<file path="src/swl_params.svh">
// constants for the write-lock and input-loss status register block
// Behaviour
// - sticky lock bit rejects later control writes
// - sticky lock ignores clears, reset only
// - clearable lock toggles on each one write
// - either lock bit blocks control writes
// - detector sets loss event flag, resets zero
// - writing one clears loss flag, zero keeps
// - detector drives active-low loss indicator pin
// - indicator stays released until first clock edge
// - parking drives both legs low after loss
`ifndef SWL_PARAMS_SVH
`define SWL_PARAMS_SVH
`define SWL_OFS_STICKY 8'h26
`define SWL_OFS_CLRLOSS 8'h27
`define SWL_BIT_LOCK 0
`define SWL_BIT_LOSS 1
`define SWL_RST_BYTE 8'h00
`define SWL_CLK_MHZ 200
`define SWL_LOSS_TIME_NS 1000
`define SWL_LOSS_CYC ((`SWL_LOSS_TIME_NS * `SWL_CLK_MHZ) / 1000)
`define SWL_BITS_PER_BYTE 4'h8
`endif

</file>
<file path="src/swl_pkg.sv">
// types for the write-lock and input-loss status register block
package swl_pkg;
  // serial slave states, one-hot
  typedef enum logic [8:0] {
    SWL_IDLE = 9'h001,
    SWL_ADDR = 9'h002,
    SWL_ADDR_ACK = 9'h004,
    SWL_CMD = 9'h008,
    SWL_CMD_ACK = 9'h010,
    SWL_WDATA = 9'h020,
    SWL_WDATA_ACK = 9'h040,
    SWL_RDATA = 9'h080,
    SWL_RDATA_ACK = 9'h100
  } swl_state_t;
endpackage

</file>
<file path="src/swl_top.sv">
// serial slave, write locks, input loss detector and output parking
`timescale 1ns/10ps
`include "swl_params.svh"
// the block answers a two-wire management bus, keeps two write-lock
// bits and a sticky input-loss flag, and parks the output legs low
// once a reference clock that has run goes missing; every pin input is synchronised
// before use, so bus edges are judged a few core cycles late
module swl_top #(
  parameter logic [6:0] SMB_ADDR = 7'h5A // slave address, value arbitrary
) (
  // clock and reset
  input wire logic core_clk,
  input wire logic rst,
  // serial management pins
  input wire logic sclIn,
  input wire logic sdaIn,
  output logic sdaOut,
  output logic sdaOe,
  // reference clock and loss indicator
  input wire logic referenceInputClock,
  output logic inputLossIndicatorOut,
  output logic inputLossIndicatorOe,
  // parked differential path
  output logic outLegP,
  output logic outLegN,
  // write port to the other control bytes
  output logic cfgWrStrobe,
  output logic [7:0] cfgWrAddr,
  output logic [7:0] cfgWrData
);
  import swl_pkg::*;

  // last timer value before loss is declared; the timer counts core
  // cycles, so the judgement window scales with the core clock period
  localparam logic [8:0] LOSS_LAST = 9'(`SWL_LOSS_CYC - 1);

  swl_state_t state_r; // slave state
  swl_state_t state_nxt;
  logic sclS1, sclS2, sclS3; // scl synchroniser and edge stage
  logic sdaS1, sdaS2, sdaS3; // sda synchroniser and edge stage
  logic refS1, refS2, refS3; // reference clock synchroniser
  logic [7:0] shift_r; // received byte
  logic [7:0] tx_r; // byte being sent
  logic [3:0] cnt_r; // bits seen in current byte
  logic [7:0] ptr_r; // register pointer
  logic stickyLock_r; // lock that only reset clears
  logic clearableWriteLock_r; // lock toggled by one writes
  logic inputLossEventFlag_r; // sticky loss event
  logic seenEdge_r; // a reference edge arrived since reset
  logic [8:0] lossTimer_r; // cycles since last reference edge
  logic inputClockLoss_r; // loss detector output
  logic autoOutputParking_r; // legs held low/low

  // bus events; the third stage only remembers the last synced level,
  // so an edge is seen in the same cycle that the synced level changes, and
  // a start or stop needs scl high on both stages to rule out a race
  // between the two pins
  wire sclRise = sclS2 & ~sclS3;
  wire sclFall = ~sclS2 & sclS3;
  wire busStart = sclS2 & sclS3 & sdaS3 & ~sdaS2;
  wire busStop = sclS2 & sclS3 & ~sdaS3 & sdaS2;
  wire byteDone = (cnt_r == `SWL_BITS_PER_BYTE);
  wire addrMatch = (shift_r[7:1] == SMB_ADDR);
  wire anyLock = stickyLock_r | clearableWriteLock_r;
  // write decode; a byte counts as taken on the scl fall that ends its
  // eighth bit, before the acknowledge, so a stop in place of the ack
  // still leaves the byte written
  wire wrTake = sclFall & byteDone & (state_r == SWL_WDATA);
  wire wrSticky = wrTake & (ptr_r == `SWL_OFS_STICKY);
  wire wrClrLoss = wrTake & (ptr_r == `SWL_OFS_CLRLOSS);
  wire wrOther = wrTake & ~wrSticky & ~wrClrLoss & ~anyLock;
  // loss detector events
  wire refEdge = refS2 ^ refS3;
  wire lossEvent = seenEdge_r & ~refEdge & (lossTimer_r == LOSS_LAST) & ~inputClockLoss_r;
  // read data mux, reserved bits zero
  wire [7:0] stickyByte = {7'h00, stickyLock_r};
  wire [7:0] clrLossByte = {6'h00, inputLossEventFlag_r, clearableWriteLock_r};
  wire [7:0] nextPtr = ptr_r + 8'h01;
  // a master ack steps the pointer on the same edge that loads the next
  // byte, so in that state the mux already looks one byte ahead
  wire [7:0] rdPtr = (state_r == SWL_RDATA_ACK) ? nextPtr : ptr_r;
  wire [7:0] readByte = (rdPtr == `SWL_OFS_STICKY) ? stickyByte :
                        (rdPtr == `SWL_OFS_CLRLOSS) ? clrLossByte : `SWL_RST_BYTE;

  // two-flop synchronisers, third stage only for edge finding
  always_ff @(posedge core_clk or posedge rst) begin
    if (rst) begin
      {sclS1, sclS2, sclS3} <= 3'h7;
      {sdaS1, sdaS2, sdaS3} <= 3'h7;
      {refS1, refS2, refS3} <= 3'h0;
    end else begin
      {sclS3, sclS2, sclS1} <= {sclS2, sclS1, sclIn};
      {sdaS3, sdaS2, sdaS1} <= {sdaS2, sdaS1, sdaIn};
      {refS3, refS2, refS1} <= {refS2, refS1, referenceInputClock};
    end
  end

  // next slave state; start and stop win over any bit edge, so a
  // cut frame always returns the slave to a known state
  // the read or write bit sits one place up by the ack edge, since the
  // acknowledge bit itself has been shifted in behind it
  always_comb begin
    state_nxt = state_r;
    if (busStart) begin
      state_nxt = SWL_ADDR;
    end else if (busStop) begin
      state_nxt = SWL_IDLE;
    end else if (sclFall) begin
      case (state_r)
        SWL_ADDR: begin
          if (byteDone) begin
            state_nxt = addrMatch ? SWL_ADDR_ACK : SWL_IDLE;
          end
        end
        SWL_ADDR_ACK: begin
          state_nxt = shift_r[1] ? SWL_RDATA : SWL_CMD;
        end
        SWL_CMD: begin
          if (byteDone) begin
            state_nxt = SWL_CMD_ACK;
          end
        end
        SWL_CMD_ACK: state_nxt = SWL_WDATA;
        SWL_WDATA: begin
          if (byteDone) begin
            state_nxt = SWL_WDATA_ACK;
          end
        end
        SWL_WDATA_ACK: state_nxt = SWL_WDATA;
        SWL_RDATA: begin
          if (byteDone) begin
            state_nxt = SWL_RDATA_ACK;
          end
        end
        // master ack sampled into shift_r[0] on the rising edge
        SWL_RDATA_ACK: state_nxt = shift_r[0] ? SWL_IDLE : SWL_RDATA;
        default: state_nxt = SWL_IDLE;
      endcase
    end
  end

  // state register
  // one-hot codes keep every state test down to a single bit
  always_ff @(posedge core_clk or posedge rst) begin
    if (rst) begin
      state_r <= SWL_IDLE;
    end else begin
      state_r <= state_nxt;
    end
  end

  // bit counter and receive shifter, sampled on scl rise
  // the counter clears on a start and on each state change at an scl fall, so each byte and each ack
  // counts from zero; the shifter never clears, eight bits refill it
  always_ff @(posedge core_clk or posedge rst) begin
    if (rst) begin
      cnt_r <= 4'h0;
      shift_r <= `SWL_RST_BYTE;
    end else if (busStart || (sclFall && state_nxt != state_r)) begin
      cnt_r <= 4'h0;
    end else if (sclRise) begin
      cnt_r <= cnt_r + 4'h1;
      shift_r <= {shift_r[6:0], sdaS2};
    end
  end

  // pointer: set by command byte, advanced after each data byte
  // a read that ends without a master ack leaves the pointer on the
  // byte just read, so a plain repeated read returns that byte again
  always_ff @(posedge core_clk or posedge rst) begin
    if (rst) begin
      ptr_r <= `SWL_RST_BYTE;
    end else if (sclFall && byteDone && state_r == SWL_CMD) begin
      ptr_r <= shift_r;
    end else if (sclFall && state_r == SWL_WDATA_ACK) begin
      ptr_r <= nextPtr;
    end else if (sclFall && state_r == SWL_RDATA_ACK && !shift_r[0]) begin
      ptr_r <= nextPtr;
    end
  end

  // sda drive: changes only while scl is low, open drain low only
  // read bits go out msb first: the first from the mux, the rest from a
  // captured copy, so a lock change in mid-byte cannot tear the byte
  always_ff @(posedge core_clk or posedge rst) begin
    if (rst) begin
      sdaOut <= 1'b0;
      sdaOe <= 1'b0;
      tx_r <= `SWL_RST_BYTE;
    end else if (busStart || busStop) begin
      sdaOe <= 1'b0;
    end else if (sclFall) begin
      sdaOut <= 1'b0;
      case (state_nxt)
        // acknowledge address, command and data bytes
        SWL_ADDR_ACK, SWL_CMD_ACK, SWL_WDATA_ACK: sdaOe <= 1'b1;
        SWL_RDATA: begin
          if (state_r != SWL_RDATA) begin
            tx_r <= {readByte[6:0], 1'b0};
            sdaOe <= ~readByte[7];
          end else begin
            tx_r <= {tx_r[6:0], 1'b0};
            sdaOe <= ~tx_r[7];
          end
        end
        default: sdaOe <= 1'b0;
      endcase
    end
  end

  // lock bits; the clearable byte stays writable while locked
  // the clearable lock toggles on each write of one, so one and the same
  // write sets and clears it; the sticky lock takes a write only while
  // both locks are off, which costs nothing as it cannot be cleared
  always_ff @(posedge core_clk or posedge rst) begin
    if (rst) begin
      stickyLock_r <= 1'b0;
      clearableWriteLock_r <= 1'b0;
    end else begin
      if (wrSticky && !anyLock && cfgDataLock(shift_r)) begin
        stickyLock_r <= 1'b1;
      end
      if (wrClrLoss && cfgDataLock(shift_r)) begin
        clearableWriteLock_r <= ~clearableWriteLock_r;
      end
    end
  end

  // lock bit of a written data byte
  function automatic logic cfgDataLock(input logic [7:0] d);
    cfgDataLock = d[`SWL_BIT_LOCK];
  endfunction

  // loss flag: a new event wins over a same-cycle clear
  // so software never loses an event that lands while it is clearing
  // an older one; it simply sees the flag still set on its next read
  always_ff @(posedge core_clk or posedge rst) begin
    if (rst) begin
      inputLossEventFlag_r <= 1'b0;
    end else if (lossEvent) begin
      inputLossEventFlag_r <= 1'b1;
    end else if (wrClrLoss && shift_r[`SWL_BIT_LOSS]) begin
      inputLossEventFlag_r <= 1'b0;
    end
  end

  // write port to the rest of the control space, gated by the locks
  // the two lock bytes never appear here; address and data hold after
  // the strobe until the next accepted write
  always_ff @(posedge core_clk or posedge rst) begin
    if (rst) begin
      cfgWrStrobe <= 1'b0;
      cfgWrAddr <= `SWL_RST_BYTE;
      cfgWrData <= `SWL_RST_BYTE;
    end else begin
      cfgWrStrobe <= wrOther;
      if (wrOther) begin
        cfgWrAddr <= ptr_r;
        cfgWrData <= shift_r;
      end
    end
  end

  // loss detector: the timer restarts on every reference edge
  // both edges count, so a stopped clock is judged after the full window
  // whichever level it stops at; before the first edge the timer stays
  // at zero and no loss is judged
  always_ff @(posedge core_clk or posedge rst) begin
    if (rst) begin
      seenEdge_r <= 1'b0;
      lossTimer_r <= 9'h000;
      inputClockLoss_r <= 1'b0;
    end else if (refEdge) begin
      seenEdge_r <= 1'b1;
      lossTimer_r <= 9'h000;
      inputClockLoss_r <= 1'b0;
    end else if (seenEdge_r && lossTimer_r == LOSS_LAST) begin
      inputClockLoss_r <= 1'b1;
    end else if (seenEdge_r) begin
      lossTimer_r <= lossTimer_r + 9'h001;
    end
  end

  // indicator pin and output parking; before the first edge the
  // pin stays released since no loss can yet be judged
  // the legs follow the synced reference and lag the pin by a few core
  // cycles; parking lands one cycle after the indicator asserts
  always_ff @(posedge core_clk or posedge rst) begin
    if (rst) begin
      inputLossIndicatorOut <= 1'b0;
      inputLossIndicatorOe <= 1'b0;
      autoOutputParking_r <= 1'b0;
      outLegP <= 1'b0;
      outLegN <= 1'b0;
    end else begin
      inputLossIndicatorOut <= 1'b0;
      inputLossIndicatorOe <= inputClockLoss_r;
      autoOutputParking_r <= inputClockLoss_r;
      outLegP <= ~autoOutputParking_r & refS2;
      outLegN <= ~autoOutputParking_r & ~refS2;
    end
  end
endmodule

</file>
<file path="config.mk">
export PLATFORM = sky130hd
export DESIGN_NAME = swl_top
export DESIGN_NICKNAME = d
export VERILOG_FILES = /design/src/swl_pkg.sv /design/src/swl_top.sv
export VERILOG_INCLUDE_DIRS = /design/src
export SDC_FILE = /design/constraint.sdc
export NUM_CORES = 1
export LEC_CHECK = 0
export BUFFER_PORTS_ARGS = -buffer_cell sky130_fd_sc_hd__buf_2
export CAP_MARGIN = 20
export CORE_MARGIN = 10
export CORE_UTILIZATION = 60
export CTS_CLUSTER_SIZE = 25
export DETAILED_ROUTE_END_ITERATION = 16
export HOLD_SLACK_MARGIN = 0.12
export PLACE_DENSITY = 0.84
export SETUP_SLACK_MARGIN = 0.02
export SYNTH_ARGS = -nofsm -noshare
export SYNTH_HDL_FRONTEND = slang
export SYNTH_SLANG_ARGS = --single-unit
</file>
<file path="constraint.sdc">
create_clock -name core_clk -period 2.4 [get_ports core_clk]
set_input_delay 0.12 -clock core_clk [delete_from_list [all_inputs] [get_ports core_clk]]
set_output_delay 0.12 -clock core_clk [all_outputs]
set_load 0.01 [all_outputs]
</file>
==> impl_metrics.toml <==
[worst_setup_path]
crit_family = "simple AND/OR/NAND/NOR gates"
rrSetupSlack_ns = 0.04
crit_path_end = "cnt_r[3]"
end_kind = "register"
r2r_cells = 9
crit_buf_inv = 2
cp.required_ns = 2.70
cpPeakStageDelay_ns = 0.64
cp_slowest_cell = "dfstp_2"
r2r_start = "state_r[0]"
crit_cells = 9
crit_start = "state_r[0]"
r2r-end = "cnt_r[3]"
arrival_ns = 2.66
crit_type = "register to register"
crit_fanout = 7
path_cells = "nor4_4, buf_4, and3_4, o211ai_4, or3b_4, nor4_4, a41oi_2, buf_4, nor2_1"
crit_path_start_kind = "register"

[die]
dieWidth_um = 104.1
pin_count = 28
die-height_um = 104.1
core-area_sq_um = 6832
die_area_sq_um = 10830
num_rows = 30
start_util = 0.6209

[global_route]
grt_use_met3 = 0.04647
grt_use_met2 = 0.3144
grt_max_degree = 81
grt_pass1_vias = 3461
use_met1 = 0.2513
grt-busiest-layer = "met2"
grt.total_usage = 0.1948
grt_pass1_wl_um = 17600
antenna_found_initial = 0
overflow = 0

[clock_tree]
cts_buffers = 9
cts_max_path_buffers = 2
h-tree-depth = 3
cts_tree = "yes"
clock_sink_count = 80
worstSkewPairLatency_ns = 0.36
cts_root_buf = "clkbuf_8"
clkSlewWorstSetupHoldPaths_ns = 0.10

[place]
hpwl_um = 7552
placedCellCount = 568
portBuffers = 25
dp_slack_ns = -0.04352
gp_congestion = 0.9285
detailed_place.area_sq_um = 4653

[sta]
finalClockSkew_ns = 0.01343
rsz0062_at_grt = "true"
slew_violations = 0
fmax_ghz = 0.4246
hold_viol = 0
final.min_clock_period_ns = 2.355
final.period_utilization = 0.9813
setup_viol = 0
setup_ws_ns = 0.04484

[yosys]
netlist_area_sq_um = 4242
syn_inst = 433
async_reset_ff_frac = 1.000
synth-seq-area-share = 0.4740
synth_edf_count = 0
avgSynthCellArea_sq_um = 9.796
yosysWarnings = 0
ys_seq_elements = 80
synth_cell_types = 70
synth_flop_cell = "dfrtp_1"

[hold_path]
worstHoldPathType = "register to register"

[detailed_routing]
dr.pass1.iters = 7
drc = 0
vias = 3557
wl_per_cell_um = 17.84
antenna_left = 0
routed_wl_um = 10780
via_per_inst = 5.889
drtIter0Drc = 258

[finish]
fillers = 485
fin_area_sq_um = 5066
num-nets-final = 513
area_delta_synth_final_pct = 19.44
diodes = 0
fin_cells = 604
post_route_cells_drive_above_1_share = 0.2933

[power]
power_density_nw_per_um2 = 547.8
vdd_drop_max_uv = 461.1
power.leakage_nw = 2.372
total_power_mw = 2.775

[run]
cap_violations = 0

[status]
status = "complete, no violations"
==> cell families (layout without fill, tap and decap cells) <==
kind of cell,count (synthesis),in the layout,share of synthesized area
AO/OA/AOI/OAI,82,82,0.1307
XOR/XNOR,20,20,0.04130
adder cells (fa/ha/maj),5,5,0.01475
buffers and inverters,40,114,0.04749
flip-flops,80,80,0.4740
multiplexers,21,21,0.05487
other,1,2,0.0008841
AND/OR/NAND/NOR,184,184,0.2360
==> per-stage QoR <==
stage	TNS, ns	utilization	hold slack, ns
2_1_floorplan	0	-	0.1245
3_3_place_gp	0	0.6811	0.2253
3_5_place_dp	-0.04352	0.6811	0.2308
4_1_cts	0	0.7176	0.3621
5_1_grt	-0.2433	0.7416	0.3633
6_report	0	0.7416	0.3608
==> how the worst min path moves through the flow <==
stage / startpoint / end / cells after the start
after floorplan: sclIn / sclS1 / 0
after global placement: rst / tx_r[4] / 3
after detailed placement: sclIn / sclS1 / 1
after CTS: sclS1 / sclS2 / 0
after global routing: sclS1 / sclS2 / 0
final: sclS1 / sclS2 / 0
==> what timing repair did <==
item / 4_1_cts / 5_1_grt
endpoints found under the setup margin: 4 / 14
gates resized for setup: 2 / 16
pin swaps: 4 / 12
endpoints found under the hold margin: 76 / 0
setup buffers: 2 / 13
gates cloned: 0 / 1
hold buffers: 4 / 0
==> cell usage in the layout (no fill, tap or decap), types with 8 or more instances in the layout <==
master | netlist | layout
nor3b_1 | 8 | 8
xnor2_1 | 13 | 13
buf_2 | 10 | 26
o21ai_0 | 19 | 19
and3_1 | 9 | 9
clkbuf_8 | 0 | 9
dfrtp_1 | 73 | 72
nand2_1 | 60 | 59
nor2_1 | 35 | 32
nand3_1 | 12 | 12
inv_1 | 16 | 14
a21oi_1 | 20 | 20
mux2_2 | 18 | 18
buf_4 | 4 | 50
==> Yosys cell counts, drive strengths merged (6+ instances only) <==
cell type  instances  area, sq um
and3              10        67.56
mux2              18        202.7
nor3               7        46.30
nor2              35        131.4
clkbuf             7        27.52
inv               16        60.06
dfstp              7        183.9
xor2               7        61.31
nand3             12        60.06
dfrtp             73         1827
nand4              6        52.55
nor3b              8        60.06
nor4              12        102.6
nand2             60        225.2
o21ai             22        110.1
a21oi             20        100.1
xnor2             13        113.9
nor2b              7        43.79
buf               17        113.9
==> routing by layer <==
layer / vias up / part of all wire
met5: - / 0
met4: 0 / 0.015
met3: 20 / 0.064
met1: 1728 / 0.44
met2: 132 / 0.48
li1: 1677 / -
==> flip-flops by register name, indices dropped and copies added, names as in the netlist, 4 cells and up <==
register,cells
ptr_r,8
lossTimer_r,9
cnt_r,4
tx_r,7
state_r,9
cfgWrAddr,8
shift_r,8
cfgWrData,8
==> report_power, final <==
part           total [mW]  switching [mW]  internal (mW)
Clock               0.946           0.549          0.398
Sequential           1.48          0.0701           1.41
Combinational       0.347           0.193          0.154
==> cell type report <==
cell class,count,area [sq um],share of cell area
clock buffer,9,123.9,0.02445
multi-input combinational,314,2103,0.4152
inverter,16,61.31,0.01210
tap,96,120.1,0.02371
sequential,80,2012,0.3971
timing repair buffer,82,585.6,0.1156
clock inverter,7,60.06,0.01185
Note: power is estimated with default switching activity, not from simulation.
